`config.mk`:
```
export PLATFORM = sky130hd
export DESIGN_NAME = pfc_formatter
export DESIGN_NICKNAME = d
export VERILOG_FILES = /design/src/hw/pfc_pkg.sv /design/src/hw/pfc_formatter.sv
export SDC_FILE = /design/constraint.sdc
export NUM_CORES = 1
export LEC_CHECK = 0
export BUFFER_PORTS_ARGS = -buffer_cell sky130_fd_sc_hd__buf_2
export CORE_AREA = 4 4 110 112
export DETAILED_ROUTE_END_ITERATION = 10
export DIE_AREA = 0 0 114 116
export PLACE_DENSITY = 0.75
export SLEW_MARGIN = 20
export SYNTH_ARGS = -nofsm -noshare
export SYNTH_HDL_FRONTEND = slang
export SYNTH_SLANG_ARGS = --single-unit
export TNS_END_PERCENT = 50
```
`constraint.sdc`:
```
create_clock -name sys_clk -period 2.6 [get_ports sys_clk]
set_input_delay 0.52 -clock sys_clk [delete_from_list [all_inputs] [get_ports sys_clk]]
set_output_delay 0.52 -clock sys_clk [all_outputs]
set_load 0.1 [all_outputs]
```
`src/hw/pfc_pkg.sv`:
```
// Package for the PCM frame formatter configuration block.
// Holds register offsets, field positions, reset values, timing counts
// and the carrier structs. It is shared by the design and the bench.
package pfc_pkg;

  // ----------------------------------------------------------------
  // Register map
  // ----------------------------------------------------------------
  localparam logic [7:0] PFC_ADDR_FRAME_LEN = 8'hF0;
  localparam logic [7:0] PFC_ADDR_FORMAT = 8'hF1;
  localparam logic [7:0] PFC_RST_FRAME_LEN = 8'hFF;
  localparam logic [7:0] PFC_RST_FORMAT = 8'h01;
  localparam int PFC_BIT_RATE_SEL = 7;
  localparam int PFC_BIT_ENC = 6;
  localparam int PFC_BIT_COMP = 5;
  localparam int PFC_SLOT_MSB = 4;
  localparam logic [4:0] PFC_SLOTS_MIN = 5'h01;
  localparam logic [4:0] PFC_SLOTS_MAX = 5'h12;
  localparam int PFC_STROBE_PINS = 6;

  // ----------------------------------------------------------------
  // Timing: PCM clock period classification on the 25 MHz clock
  // ----------------------------------------------------------------
  localparam int PFC_SYS_CLK_KHZ = 25000;
  localparam int PFC_PCM_FAST_KHZ = 2048;
  localparam int PFC_PCM_SLOW_KHZ = 1536;
  // Threshold halfway between the two nominal periods in sys cycles.
  localparam int PFC_PERIOD_SPLIT = (PFC_SYS_CLK_KHZ / PFC_PCM_FAST_KHZ
                                    + PFC_SYS_CLK_KHZ / PFC_PCM_SLOW_KHZ
                                    + 1) / 2;
  localparam int PFC_FIFO_DEPTH = 4;

  // ----------------------------------------------------------------
  // Carriers
  // ----------------------------------------------------------------
  typedef struct packed {
    logic [7:0] addr;
    logic wr;
    logic rd;
    logic [7:0] wdata;
  } pfc_reg_req_s;

  typedef struct packed {
    logic [5:0] chan;
    logic [4:0] slot;
  } pfc_slot_evt_s;

endpackage : pfc_pkg

```
`src/hw/pfc_formatter.sv`:
```
// PCM frame formatter configuration block and its slot-event FIFO.
// Assumes the PCM clock pin is asynchronous to sys_clk and at least
// four times slower, and that software writes sane register values.
`timescale 1ns/1ps

// ------------------------------------------------------------------
// Slot-event FIFO
// ------------------------------------------------------------------
module pfc_fifo
  import pfc_pkg::*;
#(
  parameter int WIDTH = 11,
  parameter int DEPTH = 4
)
(
  input wire logic sys_clk,
  input wire logic srst,
  input wire logic in_valid,
  output logic in_ready,
  input wire logic [WIDTH-1:0] in_data,
  output logic out_valid,
  input wire logic out_ready,
  output logic [WIDTH-1:0] out_data
);
  localparam int AW = $clog2(DEPTH);

  typedef struct packed {
    logic [DEPTH-1:0][WIDTH-1:0] mem;
    logic [AW-1:0] wp;
    logic [AW-1:0] rp;
    logic [AW:0] cnt;
  } pfc_fifo_s;

  pfc_fifo_s st_ff;
  pfc_fifo_s nxt_st;
  logic push;
  logic pop;

  // Handshakes come straight from the fill count.
  assign in_ready = (st_ff.cnt != (AW + 1)'(DEPTH));
  assign out_valid = (st_ff.cnt != '0);
  assign out_data = st_ff.mem[st_ff.rp];
  assign push = in_valid & in_ready;
  assign pop = out_valid & out_ready;

  // Pointer and count update; push and pop may share a cycle.
  always_comb
  begin
    nxt_st = st_ff;
    if (push)
    begin
      nxt_st.mem[st_ff.wp] = in_data;
      nxt_st.wp = (st_ff.wp == AW'(DEPTH - 1)) ? '0 : st_ff.wp + 1'b1;
    end
    if (pop)
    begin
      nxt_st.rp = (st_ff.rp == AW'(DEPTH - 1)) ? '0 : st_ff.rp + 1'b1;
    end
    nxt_st.cnt = st_ff.cnt + (AW + 1)'(push) - (AW + 1)'(pop);
  end

  // State register.
  always_ff @(posedge sys_clk)
  begin
    if (srst)
    begin
      st_ff <= '0;
    end
    else
    begin
      st_ff <= nxt_st;
    end
  end
endmodule : pfc_fifo

// ------------------------------------------------------------------
// Formatter top
// ------------------------------------------------------------------
module pfc_formatter
  import pfc_pkg::*;
(
  input wire logic sys_clk,
  input wire logic srst,
  input wire logic [7:0] reg_addr,
  input wire logic reg_wr,
  input wire logic reg_rd,
  input wire logic [7:0] reg_wdata,
  output logic [7:0] reg_rdata,
  input wire logic pcm_clock_input,
  output logic [PFC_STROBE_PINS-1:0] frame_sync_strobe_outputs,
  output logic pcm_clock_rate_select,
  output logic rate_mismatch,
  output logic evt_overrun,
  output logic evt_valid,
  input wire logic evt_ready,
  output logic [5:0] evt_chan,
  output logic [4:0] evt_slot
);

  typedef struct packed {
    logic [1:0] ck_sync;
    logic ck_prev;
    logic [7:0] frame_bits_minus_one;
    logic [7:0] format;
    logic [7:0] bit_cnt;
    logic [5:0] strobe;
    logic [7:0] rdata;
    pfc_slot_evt_s pend_evt;
    logic pend;
    logic ovr;
    logic [4:0] per_cnt;
    logic rate_bad;
  } pfc_top_s;

  pfc_top_s st_ff;
  pfc_top_s nxt_st;
  pfc_reg_req_s req;
  pfc_slot_evt_s fifo_out;
  logic fifo_in_ready;
  logic rise;
  logic [4:0] used;
  logic [4:0] slot;
  logic [5:0] chan;
  logic chan_live;

  assign req = '{addr: reg_addr, wr: reg_wr, rd: reg_rd, wdata: reg_wdata};
  // Edge found on the second sync stage only.
  assign rise = st_ff.ck_sync[1] & ~st_ff.ck_prev;

  // Clamp the used slot count so a bad value cannot run past slot 18.
  always_comb
  begin
    used = st_ff.format[PFC_SLOT_MSB:0];
    if (used < PFC_SLOTS_MIN)
    begin
      used = PFC_SLOTS_MIN;
    end
    else if (used > PFC_SLOTS_MAX)
    begin
      used = PFC_SLOTS_MAX;
    end
  end

  // Channel carried in the current bit period.
  always_comb
  begin
    slot = st_ff.bit_cnt[7:3];
    chan_live = (slot < used);
    if (st_ff.format[PFC_BIT_COMP])
    begin
      chan = {slot, st_ff.bit_cnt[2]} + 6'h01;
    end
    else
    begin
      chan = {1'b0, slot} + 6'h01;
    end
    if (!chan_live)
    begin
      chan = 6'h00;
    end
  end

  // Next-state logic for the whole block.
  always_comb
  begin
    nxt_st = st_ff;
    nxt_st.ck_sync = {st_ff.ck_sync[0], pcm_clock_input};
    nxt_st.ck_prev = st_ff.ck_sync[1];
    // Register writes and registered read data.
    if (req.wr && req.addr == PFC_ADDR_FRAME_LEN)
    begin
      nxt_st.frame_bits_minus_one = req.wdata;
    end
    if (req.wr && req.addr == PFC_ADDR_FORMAT)
    begin
      nxt_st.format = req.wdata;
    end
    if (req.rd)
    begin
      case (req.addr)
        PFC_ADDR_FRAME_LEN: nxt_st.rdata = st_ff.frame_bits_minus_one;
        PFC_ADDR_FORMAT: nxt_st.rdata = st_ff.format;
        default: nxt_st.rdata = 8'h00;
      endcase
    end
    // Frame bit counter, one step per PCM clock rising edge.
    if (rise)
    begin
      if (st_ff.bit_cnt >= st_ff.frame_bits_minus_one)
      begin
        nxt_st.bit_cnt = 8'h00;
      end
      else
      begin
        nxt_st.bit_cnt = st_ff.bit_cnt + 8'h01;
      end
    end
    // Strobe pins: decoded one-hot for channels 1..6, else channel code.
    if (st_ff.format[PFC_BIT_ENC])
    begin
      nxt_st.strobe = chan;
    end
    else
    begin
      nxt_st.strobe = '0;
      for (int i = 0; i < PFC_STROBE_PINS; i++)
      begin
        nxt_st.strobe[i] = (chan == 6'(i + 1));
      end
    end
    // A format write clears the overrun flag; a loss in that same cycle
    // is assigned afterwards, so the set wins and no loss goes unseen.
    if (req.wr && req.addr == PFC_ADDR_FORMAT)
    begin
      nxt_st.ovr = 1'b0;
    end
    // One event per live channel start; held until the FIFO takes it.
    if (st_ff.pend && fifo_in_ready)
    begin
      nxt_st.pend = 1'b0;
    end
    if (rise && chan_live && st_ff.bit_cnt[1:0] == 2'b00
        && (st_ff.bit_cnt[2] == 1'b0 || st_ff.format[PFC_BIT_COMP]))
    begin
      if (st_ff.pend && !fifo_in_ready)
      begin
        nxt_st.ovr = 1'b1; // Old event kept; new one is lost.
      end
      else
      begin
        nxt_st.pend = 1'b1;
        nxt_st.pend_evt = '{chan: chan, slot: slot};
      end
    end
    // PCM clock period check against the selected rate.
    if (rise)
    begin
      nxt_st.per_cnt = 5'h00;
      nxt_st.rate_bad = ((int'(st_ff.per_cnt) >= PFC_PERIOD_SPLIT)
                         != st_ff.format[PFC_BIT_RATE_SEL]);
    end
    else if (st_ff.per_cnt != 5'h1F)
    begin
      nxt_st.per_cnt = st_ff.per_cnt + 5'h01;
    end
  end

  // State register; reset restores the defaults.
  always_ff @(posedge sys_clk)
  begin
    if (srst)
    begin
      st_ff <= '0;
      st_ff.frame_bits_minus_one <= PFC_RST_FRAME_LEN;
      st_ff.format <= PFC_RST_FORMAT;
    end
    else
    begin
      st_ff <= nxt_st;
    end
  end

  // Event FIFO drained by the serial data path.
  pfc_fifo #(
    .WIDTH($bits(pfc_slot_evt_s)),
    .DEPTH(PFC_FIFO_DEPTH)
  ) u_fifo (
    .sys_clk(sys_clk),
    .srst(srst),
    .in_valid(st_ff.pend),
    .in_ready(fifo_in_ready),
    .in_data(st_ff.pend_evt),
    .out_valid(evt_valid),
    .out_ready(evt_ready),
    .out_data(fifo_out)
  );

  assign reg_rdata = st_ff.rdata;
  assign frame_sync_strobe_outputs = st_ff.strobe;
  assign pcm_clock_rate_select = st_ff.format[PFC_BIT_RATE_SEL];
  assign rate_mismatch = st_ff.rate_bad;
  assign evt_overrun = st_ff.ovr;
  assign evt_chan = fifo_out.chan;
  assign evt_slot = fifo_out.slot;

endmodule : pfc_formatter

```
Yosys cells after proc, flatten, opt, wreduce, memory -nomap -nowiden

Cells that the tools add are included.

Register bits after elaboration: 111
Input bits: 22
Logic and storage cells: 88

Add/subtract/negate cells: 8
Magnitude comparators: 8
Equal/unequal tests: 13
Mux-type cells: 19
Bitwise logic cells: 6
Reduce and logical (&&, ||, !) cells: 14

Operator list:

| cell                  | number |
|---|---|
| $bwmux W44            | 1 |
| $bmux W11 S2          | 1 |
| $demux W11 S2         | 1 |
| $mux W11              | 2 |
| $eq A6 B3 Y1 const B  | 3 |
| $mux W6               | 3 |
| $eq A8 B8 Y1 const B  | 2 |
| $pmux W8 S2           | 1 |
| $eq A6 B2 Y1 const B  | 2 |
| $mux W5               | 2 |
| $add A8 B1 Y8 const B | 1 |
| $ge A8 B8 Y1          | 1 |
| $logic_and A1 B1 Y1   | 8 |
| $mux W8               | 1 |
| $add A5 B1 Y6 const B | 1 |
| $add A6 B1 Y6 const B | 1 |
| $eq A6 B1 Y1 const B  | 1 |
| $lt A2 B3 Y1 const B  | 2 |
| $mux W2               | 3 |
| $add A5 B1 Y5 const B | 1 |
| $ge A5 B4 Y1 const B  | 1 |
| $gt A5 B5 Y1 const B  | 1 |
| $lt A5 B1 Y1 const B  | 1 |
| $lt A5 B5 Y1          | 1 |
| 17 further kinds      | 26 |

Depth between registers and ports, before layout

Gate-level depths: netlist (run 1).

Depth in word-level cells: 8
Gate-level depth with buffers: 11
Gate-level depth less buffers: 11

Hierarchy

A second synthesis (run 1) with hierarchy kept.

Cells, all modules: 589
Area, all modules: 5,592.9 um2

By module, submodules not included:

| module        | instances | cells each | area each (um2) | seq. area each (um2) |
|---|---|---|---|---|
| pfc_formatter | 1         | 373        | 3,153.0         | 1,201.2 |
| pfc_fifo      | 1         | 216        | 2,439.8         | 1,021.0 |

Worst setup path after synthesis (run 1)

OpenSTA, ideal clock, no wires.

Path type: reg2reg
Start: reg u_fifo.st_ff[2] (netlist bit)
End: reg u_fifo.st_ff[2] (netlist bit)
Setup time: 0.128 ns
Arrival: 2.635 ns
Setup slack: -0.162 ns
Cell stages (with the launch flop): 12
Clock period less this slack: 2.762 ns
Path through: dfxtp_1 -> or3_1 -> nand2_1 -> inv_1 -> ha_1 -> inv_1 -> ha_1 -> inv_1 -> fa_1 -> xor2_1 -> xnor2_1 -> nor2_1

RTL lines:

| element                  | RTL line            | text |
|---|---|---|
| start: declaration       | pfc_formatter.sv:34 | `pfc_fifo_s st_ff;` |
| start signal: assignment | pfc_formatter.sv:71 | `st_ff <= nxt_st;` |
| $reduce_bool A3 Y1       | pfc_formatter.sv:41 | `assign out_valid = (st_ff.cnt != '0);` |
| net evt_valid            | pfc_formatter.sv:94 | `output logic evt_valid,` |
| $and A1 B1 Y1            | pfc_formatter.sv:44 | `assign pop = out_valid & out_ready;` |
| net u_fifo.pop           | pfc_formatter.sv:37 | `logic pop;` |
| $sub A3 B1 Y3            | pfc_formatter.sv:59 | `nxt_st.cnt = st_ff.cnt + (AW + 1)'(push) - (AW + 1)'(pop);` |

The timed path passes the listed nets, and every way through them passes these cells.
A chain may end at the register's enable or synchronous reset.

Final worst setup path (run 1)

Start: reg u_fifo.st_ff[3] (netlist bit)
End: out evt_slot[3]

Cells in the longest elaborated chain, start to end: 2

RTL lines:

| element                        | RTL line            | text |
|---|---|---|
| $bmux W11 S2                   | pfc_formatter.sv:42 | `assign out_data = st_ff.mem[st_ff.rp];` |
| $mux W11 (implied by the code) | pfc_formatter.sv:42 |  |
| end: declaration               | pfc_formatter.sv:97 | `output logic [4:0] evt_slot` |

Every way passes these cells. The select of a mux whose other input is x is not followed.

==> results of run 1 <==
-- area by class of cell --
type	count	share of cell area (%)
repair buffers	64	5.877
flip-flops and latches	111	36.75
inverters	24	1.490
multi-input cells	403	48.22
clock inverters	6	0.9106
clock buffers	10	3.787
well taps	143	2.959
-- critical path, cell delays in order (launching register included) --
cell and delay, ns:
dfxtp_1 0.38, buf_4 0.27, mux4_2 0.55, buf_2 0.31
-- final timing paths --
path	endpoint	from	cells after the start
max	evt_slot[3]	u_fifo.st_ff[3]	3
min	st_ff[55]	reg_wdata[6]	2
max reg2reg	u_fifo.st_ff[2]	u_fifo.st_ff[2]	11
min reg2reg	nxt_st[57]	nxt_st[59]	1
-- per-layer routing --
layer	routed length [microns]	vias to the layer above	global-route usage [%]	share of wire, %
met2	5845	110	32.28	51
met5	0	-	0	0
li1	-	2068	-	-
met3	630	10	4.125	5.5
met4	85	0	4.671	0.74
met1	4980	2003	22.51	43
-- power by group --
group	total [mW]	internal [mW]	switching (mW)
clock network	1.32	0.666	0.653
logic	0.460	0.168	0.292
registers	1.78	1.74	0.0411
-- state kept, by name, summed over array words and instances, names as in the netlist --
name	cells
nxt_st	2
rate_mismatch	1
evt_overrun	1
pcm_clock_rate_select	1
st_ff	36
frame_sync_strobe_outputs	6
slot	5
u_fifo.st_ff	51
reg_rdata	8
-- cells in the final DEF, fill, tap and decap left out, types with 3 or more instances in the layout --
cell type / n
xnor2_1: 7
and3_1: 4
mux4_2: 11
inv_1: 24
buf_2: 50
a211o_1: 11
nand3_1: 14
buf_4: 14
ha_1: 25
nor3_1: 3
xor2_1: 7
clkbuf_16: 9
nand4_1: 4
o21ai_0: 17
or4_1: 3
nand2b_1: 5
nor2_1: 95
mux2i_1: 59
nand2_1: 36
a21oi_1: 29
mux2_2: 3
dfxtp_1: 111
nor2b_1: 19
a211oi_1: 6
o211ai_1: 4
-- metrics by stage --
step                      hold WS (ns)  power, mW  instances  setup WS, ns
after CTS                       0.3772      3.601        761        0.1889
final                           0.3906      3.556        761        0.2298
after floorplan                 0.4138      2.179        585        0.1931
after global routing            0.3850      3.725        761        0.1225
after global placement          0.4336      2.263        745        0.3668
after detailed placement        0.4380      2.281        745        0.2978
-- cells by family (layout without fill, tap and decap cells) --
group | count (synthesis) | count (layout) | share of synthesized area [%]
flip-flops | 111 | 111 | 40.58
XOR/XNOR | 14 | 14 | 2.239
adder cells (fa/ha/maj) | 26 | 26 | 6.077
buffers and inverters | 71 | 104 | 6.283
AND/OR/NAND/NOR | 201 | 201 | 17.55
AO/OA/AOI/OAI | 89 | 89 | 11.35
multiplexers | 73 | 73 | 15.92
==> impl_metrics.env, run 1 <==
export IMPL_synthesis_nets=633
export IMPL_io_pins=51
export IMPL_slew_limit_headroom_pct=52.53
export IMPL_rows=39
export IMPL_cts_setup_buffers=0
export IMPL_yosysSeqAreaShare_pct=40.58
export IMPL_yosysMostFrequentCell="dfxtp_1"
export IMPL_rsz0062_at_grt="false"
export IMPL_power_density_mw_per_mm2=588.2
export IMPL_synth_warnings=0
export IMPL_syn_to_final_growth_pct=10.40
export IMPL_start_util_pct=48.80
export IMPL_fin_util_pct=53.87
export IMPL_synthTopCellsByCount="dfxtp_1, nor2_1, mux2i_1, nand2_1, a21oi_1"
export IMPL_finalHoldViolations=0
export IMPL_n_antenna_cell=0
export IMPL_worstSetupEndpointType="primary output"
export IMPL_skew_ns=0.007067
export IMPL_min_path_type="in -> reg"
export IMPL_drive_above_1_share_pct=17.31
export IMPL_async_flop_share_pct=0
export IMPL_clkTransAtPathRegs_ns=0.07
export IMPL_root_buffer="clkbuf_16"
export IMPL_rrSetupSlack_ns=0.28
export IMPL_dieArea_sq_mm=0.01322
export IMPL_finalSetupViolCount=0
export IMPL_clock_latency_ns=0.35
export IMPL_ant_nets=0
export IMPL_grt_pass1_wl_microns=19400
export IMPL_die_y_microns=116
export IMPL_netlist_area_leader_share_pct=40.58
export IMPL_grt_max_degree=57
export IMPL_synth_area_leaders="dfxtp_1, mux2i_1, nor2_1"
export IMPL_die_w_microns=114
export IMPL_synthFlopType="dfxtp_1"
export IMPL_synth_area_leader_cell="dfxtp_1"
export IMPL_vias=4191
export IMPL_min_period_over_period_pct=91.16
export IMPL_drtIter0Drc=226
export IMPL_ff_latch_area_sq_mm=0.002222
export IMPL_post_drt_wl_per_cell_microns=15.17
export IMPL_synth_cells=585
export IMPL_cts_tree="done"
export IMPL_grt_pass1_vias=4079
export IMPL_fillCellCount=1001
export IMPL_cp_required_ns=2.08
export IMPL_drv_cap=0
export IMPL_placed_cell_area_sq_mm=0.005762
export IMPL_routed_via_density=5.507
export IMPL_worst_pin_slew_ns=0.7103
export IMPL_cts_buffer_depth=2
export IMPL_leakage_nw=2.819
export IMPL_cts_max_level=3
export IMPL_hold_buffers=0
export IMPL_drtPass1Iterations=5
export IMPL_syn_area_sq_mm=0.005477
export IMPL_arrival_ns=1.85
export IMPL_clock_sinks=111
export IMPL_drc=0
export IMPL_tns_ns=0
export IMPL_numCtsBuffers=9
export IMPL_avgSynthCellArea_sq_um=9.362
export IMPL_port_buffers=50
export IMPL_grt_overflow_total=0
export IMPL_ys_ff_latch=111
export IMPL_multi_input_area_sq_mm=0.002915
export IMPL_antenna_found_initial=0
export IMPL_status="complete, no violations"
export IMPL_num_nets_final=661
export IMPL_crit_type="reg -> out"
export IMPL_core_sq_mm=0.01122
export IMPL_cp_start_kind="flop"
export IMPL_max_freq_mhz=421.9
export IMPL_period_needed_ns=2.370
export IMPL_design_area_sq_mm=0.006046
export IMPL_ys_types=57
export IMPL_wl_microns=11540
export IMPL_gp_congestion=0.8411
export IMPL_cp_max_fo=11
export IMPL_slew_violations=0
export IMPL_gr_usage_all_layers_pct=18.24
export IMPL_ir_drop_mv=0.3798
export IMPL_dp_hpwl_microns=8393
export IMPL_synth_edf_count=0
export IMPL_cts_resized=0
Power figures use the tool's default switching activity.
==> run 2: changes to the inputs <==
--- a/config.mk
+++ b/config.mk
@@ -6,10 +6,11 @@
 export NUM_CORES = 1
 export LEC_CHECK = 0
 export BUFFER_PORTS_ARGS = -buffer_cell sky130_fd_sc_hd__buf_2
-export CORE_AREA = 4 4 110 112
+export CAP_MARGIN = 15
+export CORE_AREA = 4 4 138 140
 export DETAILED_ROUTE_END_ITERATION = 10
-export DIE_AREA = 0 0 114 116
-export PLACE_DENSITY = 0.75
+export DIE_AREA = 0 0 142 144
+export PLACE_DENSITY = 0.54
 export SLEW_MARGIN = 20
 export SYNTH_ARGS = -nofsm -noshare
 export SYNTH_HDL_FRONTEND = slang
==> run 2 against run 1 <==
  * First-iteration DRC count is 32% lower
  * Critical path depth stayed put
  * Critical path type unchanged
  * Via count is 2.6% lower
  * Sequential power hardly changed
  * Largest cell class unchanged
  * Worst setup slack worse by 0.034 ns
  * Highest routed layer unchanged
  * Clock-buffer cell count is 1 lower
  * Global-route usage is 5.9 points lower
  * Cell count is 11% higher
  * Register-to-register slack worse by 0.02 ns
  * Worst hold slack worse by 0.012 ns
==> impl_metrics.env, run 2 (synthesized netlist as in run 1, its figures left out) <==
export IMPL_status="complete, no violations"
export IMPL_crit_family="buffers and inverters"
export IMPL_port_buffers=50
export IMPL_slew_violations=0
export IMPL_finalSetupViolCount=0
export IMPL_antenna_found_initial=0
export IMPL_clkTransAtPathRegs_ns=0.07
export IMPL_cp_num_buf_inv=2
export IMPL_root_buffer="clkbuf_16"
export IMPL_die_y_microns=144
export IMPL_cts_setup_buffers=0
export IMPL_mostFrequentLayoutCells="dfxtp_1, nor2_1, mux2i_1"
export IMPL_finalHoldViolations=0
export IMPL_cp_start_kind="flop"
export IMPL_period_needed_ns=2.404
export IMPL_vias=4080
export IMPL_cpMaxStageDelayCell="mux4_2"
export IMPL_clock_latency_ns=0.35
export IMPL_start_util_pct=30.70
export IMPL_hold_buffers=0
export IMPL_drive_above_1_share_pct=17.48
export IMPL_gr_usage_all_layers_pct=12.30
export IMPL_drc=0
export IMPL_num_nets_final=662
export IMPL_arrival_ns=1.88
export IMPL_cp_cell_sequence="buf_4, mux4_2, buf_2"
export IMPL_wl_microns=12060
export IMPL_min_path_type="in -> reg"
export IMPL_slowest_delay_ns=0.55
export IMPL_cts_tree="done"
export IMPL_die_w_microns=142
export IMPL_cp_depth=3
export IMPL_slew_limit_headroom_pct=50.96
export IMPL_ant_nets=0
export IMPL_grt_pass1_vias=4096
export IMPL_reg2regPathDepth=7
export IMPL_clock_sinks=111
export IMPL_drv_cap=0
export IMPL_design_area_sq_mm=0.006175
export IMPL_largest_register_ffs=51
export IMPL_min_period_over_period_pct=92.45
export IMPL_routed_via_density=4.817
export IMPL_n_antenna_cell=0
export IMPL_post_drt_wl_per_cell_microns=14.24
export IMPL_power_density_mw_per_mm2=586.4
export IMPL_rrSetupSlack_ns=0.26
export IMPL_skew_ns=0.006332
export IMPL_max_freq_mhz=416.0
export IMPL_io_pins=51
export IMPL_placed_cell_area_sq_mm=0.005879
export IMPL_cp_required_ns=2.08
export IMPL_cts_max_level=3
export IMPL_rows=49
export IMPL_drtPass1Iterations=4
export IMPL_fillCellCount=1799
export IMPL_ir_drop_mv=0.5191
export IMPL_dp_hpwl_microns=8689
export IMPL_gp_congestion=0.8477
export IMPL_worstSetupEndpointType="primary output"
export IMPL_numCtsBuffers=9
export IMPL_core_sq_mm=0.01784
export IMPL_rsz0062_at_grt="false"
export IMPL_worst_pin_slew_ns=0.7338
export IMPL_grt_overflow_total=0
export IMPL_grt_pass1_wl_microns=20150
export IMPL_tns_ns=0
export IMPL_final_common_cell="dfxtp_1"
export IMPL_dieArea_sq_mm=0.02045
export IMPL_syn_to_final_growth_pct=12.75
export IMPL_crit_type="reg -> out"
export IMPL_cts_resized=0
export IMPL_leakage_nw=2.836
export IMPL_hold_depth=2
export IMPL_regMostFlops="u_fifo.st_ff"
export IMPL_drtIter0Drc=154
export IMPL_cp_max_fo=11
export IMPL_cts_buffer_depth=2
export IMPL_grt_max_degree=65
-- run 2: area by class of cell --
type	instances	area, sq um	share of cell area (%)
clock inverters	6	70.07	1.135
multi-input cells	403	2915	47.21
clock buffers	9	225.2	3.647
well taps	229	286.5	4.640
flip-flops and latches	111	2222	35.99
inverters	24	90.09	1.459
repair buffers	65	365.4	5.917
-- run 2: layer usage --
layer	routed length (microns)	share of wire, %	global-route usage [%]
met4	211	1.7	4.394
met3	430	3.6	3.274
met1	5546	46	14.76
met5	0	0	0
met2	5872	49	21.27
-- run 2: final timing paths --
path,from,endpoint
worst min-delay path,pcm_clock_input,nxt_st[59]
worst min register to register,nxt_st[59],nxt_st[57]
worst max register to register,st_ff[46],frame_sync_strobe_outputs[3]
worst max-delay path,u_fifo.st_ff[3],evt_chan[5]
-- run 2: power by group --
part,switching (mW),internal [mW]
Combinational,0.290,0.167
Sequential,0.0427,1.74
Clock,0.635,0.751
Total,0.967,2.65
-- run 2: metrics by stage --
step	utilization [%]	total power, mW	instances	hold slack [ns]	setup WS (ns)
detailed placement	32.95	2.285	832	0.4458	0.2702
finish	34.61	3.621	847	0.3787	0.1963
floorplan	-	2.179	585	0.4138	0.1931
global placement	32.95	2.275	832	0.4433	0.3173
global route	34.61	3.793	847	0.3718	0.09856
CTS	34.61	3.689	847	0.3636	0.1482
